==> config.mk <==
export PLATFORM = sky130hd
export DESIGN_NAME = voltage_reference_control
export DESIGN_NICKNAME = d
export VERILOG_FILES = /design/src/bias_force_logic.v /design/src/voltage_reference_control.v
export VERILOG_INCLUDE_DIRS = /design/src
export SDC_FILE = /design/constraint.sdc
export NUM_CORES = 1
export LEC_CHECK = 0
export BUFFER_PORTS_ARGS = -buffer_cell sky130_fd_sc_hd__buf_2
export CAP_MARGIN = 20
export CORE_AREA = 3 3 40 42
export DETAILED_ROUTE_END_ITERATION = 16
export DIE_AREA = 0 0 43 45
export PLACE_DENSITY = 0.74
export SLEW_MARGIN = 15
export SYNTH_ARGS = -nofsm -noshare
export SYNTH_HDL_FRONTEND = slang
export SYNTH_SLANG_ARGS = --single-unit
==> constraint.sdc <==
create_clock -name i_clock -period 3.95 [get_ports i_clock]
set_clock_uncertainty 0.15 [all_clocks]
set_input_delay 0.79 -clock i_clock [delete_from_list [all_inputs] [get_ports i_clock]]
set_output_delay 0.79 -clock i_clock [all_outputs]
set_load 0.01 [all_outputs]
==> src/voltage_reference_control_defs.vh <==
`ifndef VOLTAGE_REFERENCE_CONTROL_DEFS_VH
`define VOLTAGE_REFERENCE_CONTROL_DEFS_VH

// =============================================================
// Register map
`define REFCTL_ADDR        8'hd1
`define REFCTL_RESET       8'h00
`define REFCTL_WMASK       8'h3f

// =============================================================
// Field positions
`define REFCTL_BUF_EN_BIT  0
`define REFCTL_BIAS_BIT    1
`define REFCTL_TEMP_BIT    2
`define REFCTL_SRC_BIT     3
`define REFCTL_LVL_BIT     4
`define REFCTL_ZTC_BIT     5

// =============================================================
// Field reset level
`define REFCTL_FIELD_RESET 1'b0

`endif

==> src/bias_force_logic.v <==
`timescale 1ns/1ps
`default_nettype none

// =============================================================
// Bias generator request combining
module bias_force_logic (
    input  wire i_sw_bias_on,      // Software forced-on bit
    input  wire i_sw_ztc_on,       // Software zero-tempco forced-on bit
    input  wire i_adc_enabled,     // ADC running
    input  wire i_temp_enabled,    // Temperature sensor running
    input  wire i_osc_enabled,     // Internal oscillator running
    input  wire i_ztc_needed,      // Zero-tempco bias needed by a user
    output wire o_bias_on,         // Bias generator enable
    output wire o_ztc_on           // Zero-tempco bias enable
);

    // Forced on by users or by software
    assign o_bias_on = i_sw_bias_on | i_adc_enabled | i_temp_enabled
                     | i_osc_enabled; // [RQ2] [RQ3]
    assign o_ztc_on  = i_sw_ztc_on | i_ztc_needed; // [RQ7]

endmodule
`default_nettype wire

==> src/voltage_reference_control.v <==
`timescale 1ns/1ps
`default_nettype none
`include "voltage_reference_control_defs.vh"

// Behaviour
// [RQ1] Source bit selects pin or core supply
// [RQ2] Bias forced on by ADC, sensor, oscillator
// [RQ3] Bias bit 0 auto, 1 always on
// [RQ4] Level bit selects 1.5 V or 2.2 V
// [RQ5] Buffer bit drives reference onto pin
// [RQ6] Sensor powered only while its bit set
// [RQ7] Zero-tempco bias auto or forced on
// [RQ8] Reserved upper bits read zero, write zero
// [RQ9] Software clears buffer bit when unused
// [RQ10] Control bits are registered, reset to zero
module voltage_reference_control (
    input  wire       i_clock,          // System clock
    input  wire       i_rstn,           // Synchronous reset, active low
    input  wire [7:0] i_sfr_addr,       // Register address
    input  wire       i_sfr_wr,         // Write strobe
    input  wire       i_sfr_rd,         // Read strobe
    input  wire [7:0] i_sfr_wdata,      // Write data
    input  wire       i_adc_enabled,    // ADC enabled
    input  wire       i_osc_enabled,    // Internal oscillator enabled
    input  wire       i_ztc_needed,     // Zero-tempco bias requested
    output reg  [7:0] o_sfr_rdata,      // Read data
    output wire       o_sfr_sel,        // Address hit
    output wire       o_ref_source_select,     // 1 selects core supply
    output wire       o_ref_level_select,      // 1 selects 2.2 V
    output wire       o_ref_buffer_enable,     // Drive reference pin
    output wire       o_temp_sensor_enable,    // Sensor power
    output wire       o_bias_gen_enable,       // Bias generator on
    output wire       o_zero_tempco_bias_enable // Zero-tempco bias on
);

    // =============================================================
    // Field registers and decode nets
    reg        buf_en_r;
    reg        buf_en_nxt;
    reg        bias_on_r;
    reg        bias_on_nxt;
    reg        temp_on_r;
    reg        temp_on_nxt;
    reg        src_sel_r;
    reg        src_sel_nxt;
    reg        lvl_sel_r;
    reg        lvl_sel_nxt;
    reg        ztc_on_r;
    reg        ztc_on_nxt;
    reg  [7:0] rdata_nxt;
    wire       hit;
    wire       write_hit;
    wire       read_hit;
    wire [7:0] wr_img;
    wire [7:0] ctl_img;

    // =============================================================
    // Register image helpers

    // Keep only the implemented field bits
    function [7:0] implemented_bits;
        input [7:0] value;
        begin
            implemented_bits = value & `REFCTL_WMASK;
        end
    endfunction

    // Pick one field bit out of a byte
    function field_bit;
        input [7:0]   value;
        input integer pos;
        begin
            field_bit = value[pos];
        end
    endfunction

    // Rebuild the register image from the field flops
    function [7:0] pack_fields;
        input buf_en;
        input bias_on;
        input temp_on;
        input src_sel;
        input lvl_sel;
        input ztc_on;
        begin
            pack_fields                     = `REFCTL_RESET;
            pack_fields[`REFCTL_BUF_EN_BIT] = buf_en;
            pack_fields[`REFCTL_BIAS_BIT]   = bias_on;
            pack_fields[`REFCTL_TEMP_BIT]   = temp_on;
            pack_fields[`REFCTL_SRC_BIT]    = src_sel;
            pack_fields[`REFCTL_LVL_BIT]    = lvl_sel;
            pack_fields[`REFCTL_ZTC_BIT]    = ztc_on;
        end
    endfunction

    // =============================================================
    // Address decode

    // Register select and qualified strobes
    assign hit       = (i_sfr_addr == `REFCTL_ADDR);
    assign o_sfr_sel = hit;
    assign write_hit = i_sfr_wr & hit;
    assign read_hit  = i_sfr_rd & hit;

    // Write data with reserved bits dropped
    assign wr_img = implemented_bits(i_sfr_wdata); // [RQ8]

    // =============================================================
    // Write path

    // Next field values, loaded only on a write hit
    always @* begin
        buf_en_nxt  = buf_en_r;
        bias_on_nxt = bias_on_r;
        temp_on_nxt = temp_on_r;
        src_sel_nxt = src_sel_r;
        lvl_sel_nxt = lvl_sel_r;
        ztc_on_nxt  = ztc_on_r;
        if (write_hit) begin
            buf_en_nxt  = field_bit(wr_img, `REFCTL_BUF_EN_BIT);
            bias_on_nxt = field_bit(wr_img, `REFCTL_BIAS_BIT);
            temp_on_nxt = field_bit(wr_img, `REFCTL_TEMP_BIT);
            src_sel_nxt = field_bit(wr_img, `REFCTL_SRC_BIT);
            lvl_sel_nxt = field_bit(wr_img, `REFCTL_LVL_BIT);
            ztc_on_nxt  = field_bit(wr_img, `REFCTL_ZTC_BIT);
        end
    end

    // Reference buffer enable
    always @(posedge i_clock) begin
        if (!i_rstn) begin
            buf_en_r <= `REFCTL_FIELD_RESET; // [RQ10]
        end else begin
            buf_en_r <= buf_en_nxt; // [RQ5]
        end
    end

    // Bias generator software bit
    always @(posedge i_clock) begin
        if (!i_rstn) begin
            bias_on_r <= `REFCTL_FIELD_RESET; // [RQ10]
        end else begin
            bias_on_r <= bias_on_nxt; // [RQ3]
        end
    end

    // Temperature sensor power
    always @(posedge i_clock) begin
        if (!i_rstn) begin
            temp_on_r <= `REFCTL_FIELD_RESET; // [RQ10]
        end else begin
            temp_on_r <= temp_on_nxt; // [RQ6]
        end
    end

    // Reference source select
    always @(posedge i_clock) begin
        if (!i_rstn) begin
            src_sel_r <= `REFCTL_FIELD_RESET; // [RQ10]
        end else begin
            src_sel_r <= src_sel_nxt; // [RQ1]
        end
    end

    // Internal reference level select
    always @(posedge i_clock) begin
        if (!i_rstn) begin
            lvl_sel_r <= `REFCTL_FIELD_RESET; // [RQ10]
        end else begin
            lvl_sel_r <= lvl_sel_nxt; // [RQ4]
        end
    end

    // Zero-tempco bias software bit
    always @(posedge i_clock) begin
        if (!i_rstn) begin
            ztc_on_r <= `REFCTL_FIELD_RESET; // [RQ10]
        end else begin
            ztc_on_r <= ztc_on_nxt; // [RQ7]
        end
    end

    // =============================================================
    // Read path

    // Register image as software sees it
    assign ctl_img = pack_fields(buf_en_r, bias_on_r, temp_on_r,
                                 src_sel_r, lvl_sel_r, ztc_on_r);

    // Read data, zero outside a read hit
    always @* begin
        rdata_nxt = `REFCTL_RESET;
        if (read_hit) begin
            rdata_nxt = implemented_bits(ctl_img); // [RQ8]
        end
    end

    // Read data register
    always @(posedge i_clock) begin
        if (!i_rstn) begin
            o_sfr_rdata <= `REFCTL_RESET; // [RQ10]
        end else begin
            o_sfr_rdata <= rdata_nxt;
        end
    end

    // =============================================================
    // Analog control levels

    // Direct field outputs
    assign o_ref_source_select  = src_sel_r; // [RQ1]
    assign o_ref_level_select   = lvl_sel_r; // [RQ4]
    assign o_ref_buffer_enable  = buf_en_r;  // [RQ5]
    assign o_temp_sensor_enable = temp_on_r; // [RQ6]

    // Bias generators: software bit or automatic demand
    bias_force_logic u_bias (
        .i_sw_bias_on   (bias_on_r),       // [RQ3]
        .i_sw_ztc_on    (ztc_on_r),        // [RQ7]
        .i_adc_enabled  (i_adc_enabled),   // [RQ2]
        .i_temp_enabled (temp_on_r),
        .i_osc_enabled  (i_osc_enabled),
        .i_ztc_needed   (i_ztc_needed),
        .o_bias_on      (o_bias_gen_enable),
        .o_ztc_on       (o_zero_tempco_bias_enable)
    );

endmodule
`default_nettype wire

# Word level (Yosys, flattened, before mapping)
# Cells that the tools add are included.
[classes]
reduce_logical = 1
bitwise = 6
eq_ne = 1
[op_table]
columns = ["op", "n"]
rows = [
  ["8-bit == test, second input constant", 1],
  ["1-bit OR", 4],
  ["1-bit bitwise AND", 2],
  ["2-bit AND reduction", 1],
]
[totals]
out_inout_bits = 15
wordCells = 16
input_bits = 23
regBits = 14

# Longest topological paths before layout
# Gate-level depths: netlist of the first run.
[depth]
ltp_word = 3
ltp_mapped = 3
ltp_nobuf = 3

# By module
# A second synthesis of the first run with hierarchy kept.
[hier_totals]
hier_cells = 49
area_unflattened_um2 = 511.7
[modules_own_cells]
columns = ["mod", "area_each_um2", "instances", "seq_area_each_um2", "cells_per_inst"]
rows = [
  ["voltage_reference_control", 498.0, 1, 240.2, 47],
  ["bias_force_logic", 13.8, 1, 0.0, 2],
]

# Worst setup path before layout of the first run
# No wires, ideal clock.
[synth_timing]
path_kind = "input to output"
from = "in i_sfr_addr[3]"
to = "out o_sfr_sel"
path_slack_ps = 1469
t_arrival_ps = 1541
path_buffers = 0
cell_stages = 2
path_cell_list = "or4b_4 -> nor2_1"
[synth_via]
elab_chain_cells = 1
[synth_lines]
columns = ["element", "line", "text"]
rows = [
  ["start, declared", "voltage_reference_control.v:19", "input wire [7:0] i_sfr_addr,"],
  ["8-bit == test (no line)", "-", ""],
  ["end, declared", "voltage_reference_control.v:27", "output wire o_sfr_sel,"],
]
# Every way passes these cells.

# Worst setup path after layout of the first run
# Ends and elaborated chain as after synthesis.

==> results of run 1 <==
[placed cells by master, fill, tap and decap left out]
master / n
mux2i_1: 6
clkbuf_4: 3
dfxtp_1: 12
nor3_4: 1
nor3_1: 1
buf_2: 33
and2_1: 6
conb_1: 2
nand2_1: 13
or4_1: 1
nand4b_1: 1
or2_2: 1
nor2_1: 1
inv_1: 1
or4b_4: 1
clkbuf_8: 1
[registers in the layout, indices dropped and copies added (netlist names)]
name	cells
ztc_on_r	1
o_sfr_rdata	6
o_temp_sensor_enable	1
o_ref_level_select	1
o_ref_buffer_enable	1
bias_on_r	1
o_ref_source_select	1
[final cells by class]
| type | count | area (µm²) | share of cell area |
|---|---|---|---|
| well taps | 15 | 18.8 | 0.0276 |
| flip-flops and latches | 12 | 240 | 0.354 |
| multi-input cells | 34 | 215 | 0.317 |
| inverters | 1 | 3.75 | 0.00552 |
| repair buffers | 33 | 165 | 0.243 |
| clock buffers | 4 | 36.3 | 0.0534 |
[metrics by stage]
step                power, mW  std cells
finish                  0.234         99
CTS                     0.239         99
global route            0.248         99
global placement        0.141         95
detailed placement      0.142         95
floorplan               0.132         50
[how the worst min path moves through the flow]
stage | end | slack (ns) | cells past startpoint
after floorplan | bias_on_r$_SDFFE_PN0P_ | 0.29 | 2
after global placement | ztc_on_r$_SDFFE_PN0P_ | 0.30 | 2
after detailed placement | ztc_on_r$_SDFFE_PN0P_ | 0.31 | 2
after CTS | ztc_on_r$_SDFFE_PN0P_ | 0.33 | 2
after global routing | o_ref_buffer_enable$_SDFFE_PN0P_ | 0.36 | 2
final | o_ref_level_select$_SDFFE_PN0P_ | 0.33 | 2
[kinds of logic (layout without fill, tap and decap cells)]
kind of cell / Yosys count / in the layout / synth area share
other: 1 / 2 / 0.00791
DFF: 12 / 12 / 0.507
and+or+nand+nor: 26 / 26 / 0.311
muxes: 6 / 6 / 0.127
buffers and inverters: 4 / 38 / 0.0475
[power by group through the flow]
stage,registers [mW],clock network [mW],logic [mW]
2_1_floorplan,0.124,0,0.00859
3_3_place_gp,0.124,0,0.0176
3_5_place_dp,0.124,0,0.0184
4_1_cts,0.121,0.0996,0.0184
5_1_grt,0.121,0.107,0.0205
6_report,0.121,0.0953,0.0182
[cells in the mapped netlist]
library cell	n
and2_1	6
buf_1	1
buf_4	2
conb_1	1
dfxtp_1	12
inv_1	1
mux2i_1	6
nand2_1	13
nand4b_1	1
nor2_1	1
nor3_1	1
nor3_4	1
or2_2	1
or4_1	1
or4b_4	1
[layer usage]
layer,vias up,part of all wire,track usage
li1,225,-,-
met1,197,0.36,0.137
met2,15,0.55,0.216
met3,0,0.089,0.0239
met4,0,0,0.0723
met5,-,0,0
[worst max-delay path, cell delays in order]
cell    delay, ns
buf_2        0.10
or4b_4       0.56
nor2_1       0.11
buf_2        0.14
==> impl_metrics.csv, run 1 <==
group,metric,value,unit
critical_path,worst-r2r-setup-slack,3.18,ns
critical_path,reg2reg_depth,2,
sta,hold_viol,0,
sta,tns,0,ns
pwr,clockPowerShare,0.407,
critical_path,path_max_fanout,3,
synthesis,synth_area_leaders,"dfxtp_1, mux2i_1, nand2_1",
cts,clockBufferDepth,2,
critical_path,start_kind,"input pin",
floorplan,row_count,13,
synthesis,avgSynthCellArea,9.68,µm²
pwr,intPower,0.187,mW
cts,cts_made_buffers,3,
run,maxCapViolCount,0,
route,wl_per_cell,10.6,µm
critical_path,arrival,1.70,ns
floorplan,io_pins,38,
cells_and_area,diodes,0,
synthesis,yosysSeqAreaShare,0.507,
sta,fmax,379,MHz
sta,fin_crit,2.64,ns
floorplan,die_h,45,µm
pwr,p_leak,0.344,nW
cts,ctsRootBufferMaster,"clkbuf_4",
pwr,p_sw,0.0476,mW
route,ant_nets,0,
sta,timing.final.crit_share,0.668,
route,dr.first_iter.drc_count,4,
route,drc_errors,0,
cts,cts_hold_buf,0,
run_status,status,"finished clean",
critical_path,crit_path_end,"o_sfr_sel",
synthesis,synthesis.area,474,µm²
cells_and_area,utilization,0.529,
global_routing,grt_usage,0.122,
floorplan,start_util,0.369,
pwr,power_frac_comb,0.077,
cells_and_area,syn2layout_area_growth,43.3,%
place,place_ws,1.31,ns
cts,path_clk_slew,0.07,ns
critical_path,path_class,"in -> out",
place,gp_congestion,0.662,
sta,report.final.setup_viol,0,
floorplan,dieArea,0.00194,mm²
route,vias_per_cell,4.41,
synthesis,ys_types,15,
cells_and_area,drive_gt1_frac,0.476,
hold_path,hp-start,"o_ref_level_select$_SDFFE_PN0P_",
cts,cts_setup_buffers,0,
critical_path,reg2reg_from,"o_temp_sensor_enable$_SDFFE_PN0P_",
route,firstDrtPassIters,5,
place,portBuffers,33,
cts,clk_latency,0.27,ns
synthesis,synth_top_cell_area_share,0.507,
sta,drv_slew,0,
global_routing,antenna_found_initial,0,
global_routing,grt.overflow.total,0,
critical_path,crit_path_end_kind,"output pin",
hold_path,hold_path.class,"reg -> reg",
floorplan,die-width,43,µm
cells_and_area,nFillCells,132,
cells_and_area,fin_area,679,µm²
synthesis,netlist_instances,49,
pwr,p_seq_frac,0.516,
sta,rsz0062_at_grt,"no",
place,place_area,643,µm²
floorplan,core_region_area,0.00128,mm²
cts,htreeDepth,1,
place,hpwl,878,µm
cts,cts_tree,"built",
critical_path,worst_r2r_endpoint,"o_temp_sensor_enable$_SDFFE_PN0P_",
synthesis,yosysTopAreaCell,"dfxtp_1",
cts,post_cts_resized,0,
critical_path,startpoint,"i_sfr_addr[3]",
pwr,vdd_drop_max,158,µV
sta,hold_ws,0.326,ns
global_routing,grt_max_degree,14,
global_routing,grt_pass1_vias,434,
sta,setup_ws,1.31,ns
route,vias,437,
critical_path,required,3.01,ns
cts,cts.sinks,12,
cells_and_area,nets,108,
global_routing,grt_first_pass_wirelength,1.75,mm
pwr,p_per_area,345,mW/mm²
synthesis,yosysWarnings,0,
synthesis,yosys_register_bits,12,
pwr,p_sw_frac,0.203,
route,routed_wirelength,1.05,mm
(Power assumes the default switching activity.)
==> run 2: changes to the inputs <==
--- a/config.mk
+++ b/config.mk
@@ -8,10 +8,10 @@
 export LEC_CHECK = 0
 export BUFFER_PORTS_ARGS = -buffer_cell sky130_fd_sc_hd__buf_2
 export CAP_MARGIN = 20
-export CORE_AREA = 3 3 40 42
+export CORE_MARGIN = 3
+export CORE_UTILIZATION = 36
 export DETAILED_ROUTE_END_ITERATION = 16
-export DIE_AREA = 0 0 43 45
-export PLACE_DENSITY = 0.74
+export PLACE_DENSITY = 0.75
 export SLEW_MARGIN = 15
 export SYNTH_ARGS = -nofsm -noshare
 export SYNTH_HDL_FRONTEND = slang
==> constraint.sdc (replaced) <==
create_clock -name i_clock -period 2.6 [get_ports i_clock]
set_clock_uncertainty 0.15 [all_clocks]
set_input_delay 0.52 -clock i_clock [delete_from_list [all_inputs] [get_ports i_clock]]
set_output_delay 0.52 -clock i_clock [all_outputs]
set_load 0.01 [all_outputs]
==> impl_metrics.csv, run 2 (synthesis results as in run 1) <==
group,metric,value,unit
run_status,status,"finished clean",
pwr,p_per_area,527,mW/mm²
critical_path,arrival,1.42,ns
global_routing,grt_usage,0.125,
global_routing,grt_max_degree,14,
critical_path,reg2reg_from,"o_temp_sensor_enable$_SDFFE_PN0P_",
floorplan,die-width,42.3,µm
cts,cts_setup_buffers,0,
cells_and_area,diodes,0,
cells_and_area,layout_common_cells,"buf_2, nand2_1, dfxtp_1, mux2i_1, and2_1",
global_routing,grt.overflow.total,0,
critical_path,start_kind,"input pin",
place,place_ws,0.494,ns
sta,fmax,477,MHz
critical_path,worst_r2r_endpoint,"o_temp_sensor_enable$_SDFFE_PN0P_",
sta,fin_crit,2.09,ns
cells_and_area,nets,108,
cells_and_area,final_common_cell,"buf_2",
floorplan,io_pins,38,
global_routing,antenna_found_initial,0,
route,firstDrtPassIters,4,
cts,clk_latency,0.27,ns
critical_path,slowest_stage,"or4b_4",
route,dr.first_iter.drc_count,6,
cells_and_area,regMostFlops,"o_sfr_rdata",
critical_path,required,1.93,ns
critical_path,worst-r2r-setup-slack,1.83,ns
critical_path,path_class,"in -> out",
run,maxCapViolCount,0,
critical_path,cp_cell_sequence,"buf_2 -> or4b_4 -> nor2_1 -> buf_2",
floorplan,core_region_area,0.00117,mm²
critical_path,startpoint,"i_sfr_addr[3]",
sta,rsz0062_at_grt,"no",
route,ant_nets,0,
critical_path,critPathMaxStageDelay,0.56,ns
pwr,vdd_drop_max,463,µV
critical_path,path_max_fanout,3,
cells_and_area,syn2layout_area_growth,43.0,%
floorplan,die_h,42.3,µm
critical_path,crit_path_end_kind,"output pin",
critical_path,reg2reg_depth,2,
route,wl_per_cell,10.7,µm
cts,ctsRootBufferMaster,"clkbuf_4",
cts,cts.sinks,12,
cells_and_area,nFillCells,118,
pwr,p_leak,0.344,nW
place,portBuffers,33,
route,vias_per_cell,4.56,
floorplan,start_util,0.405,
sta,worstMarginPinSlew,0.511,ns
global_routing,grt_pass1_vias,373,
place,hpwl,859,µm
cts,cts_tree,"built",
cts,htreeDepth,1,
route,drc_errors,0,
global_routing,grt_first_pass_wirelength,1.68,mm
route,vias,447,
sta,report.final.setup_viol,0,
sta,tns,0,ns
place,gp_congestion,0.703,
cts,cts_made_buffers,3,
cts,cts_hold_buf,0,
route,routed_wirelength,1.05,mm
critical_path,timing.critical_path.mode_cell,"buf_2",
floorplan,dieArea,0.00179,mm²
cts,path_clk_slew,0.07,ns
sta,setup_ws,0.505,ns
cts,post_cts_resized,0,
cells_and_area,drive_gt1_frac,0.476,
floorplan,row_count,12,
sta,max-slew-margin-rel,0.657,
cells_and_area,largest_register_ff_count,6,
sta,hold_viol,0,
sta,timing.final.crit_share,0.806,
cts,clockBufferDepth,2,
sta,drv_slew,0,
hold_path,hold_path.class,"reg -> reg",
critical_path,crit_path_end,"o_sfr_sel",
sta,hold_ws,0.327,ns
-- run 2: metal layers --
metal | global-route usage | vias to the layer above | part of all wire
met3 | 0.0730 | 2 | 0.092
met2 | 0.207 | 19 | 0.52
li1 | - | 225 | -
met5 | 0 | - | 0
met4 | 0.0373 | 0 | 0.013
met1 | 0.134 | 201 | 0.37
-- run 2: cell type report --
| type | count | area (µm²) | area share |
|---|---|---|---|
| Tap cell | 14 | 17.5 | 0.0258 |
| Sequential cell | 12 | 240 | 0.354 |
| Inverter | 1 | 3.75 | 0.00554 |
| Multi-Input combinational cell | 34 | 215 | 0.317 |
| Timing Repair Buffer | 33 | 165 | 0.244 |
| Clock buffer | 4 | 36.3 | 0.0535 |
-- run 2: critical path: cells and delay by family --
family | cells | cell delay (ns)
and+or+nand+nor | 2 | 0.67
buffers and inverters | 2 | 0.24
-- run 2: how the worst min path moves through the flow --
| stage | slack (ns) | startpoint | depth (start not counted) | to |
|---|---|---|---|---|
| floorplan | 0.29 | bias_on_r$_SDFFE_PN0P_ | 2 | bias_on_r$_SDFFE_PN0P_ |
| global placement | 0.30 | ztc_on_r$_SDFFE_PN0P_ | 2 | ztc_on_r$_SDFFE_PN0P_ |
| detailed placement | 0.32 | bias_on_r$_SDFFE_PN0P_ | 2 | bias_on_r$_SDFFE_PN0P_ |
| CTS | 0.33 | bias_on_r$_SDFFE_PN0P_ | 2 | bias_on_r$_SDFFE_PN0P_ |
| global route | 0.34 | i_sfr_wdata[5] | 3 | ztc_on_r$_SDFFE_PN0P_ |
| finish | 0.33 | o_ref_buffer_enable$_SDFFE_PN0P_ | 2 | o_ref_buffer_enable$_SDFFE_PN0P_ |
-- run 2: power breakdown --
group | switching, mW | leakage (nW) | total, mW | internal, mW
Sequential | 0.0000743 | 0.0966 | 0.184 | 0.184
Clock | 0.0610 | 0.0210 | 0.146 | 0.0850
Combinational | 0.0123 | 0.227 | 0.0274 | 0.0151
-- run 2: stage by stage --
stage | cell area, µm² | utilization | power, mW | instances
after global routing | 678 | 0.579 | 0.375 | 98
after CTS | 678 | 0.579 | 0.360 | 98
final | 678 | 0.579 | 0.357 | 98
after detailed placement | 642 | 0.548 | 0.216 | 94
after floorplan | 478 | - | 0.201 | 50
after global placement | 642 | 0.548 | 0.215 | 94
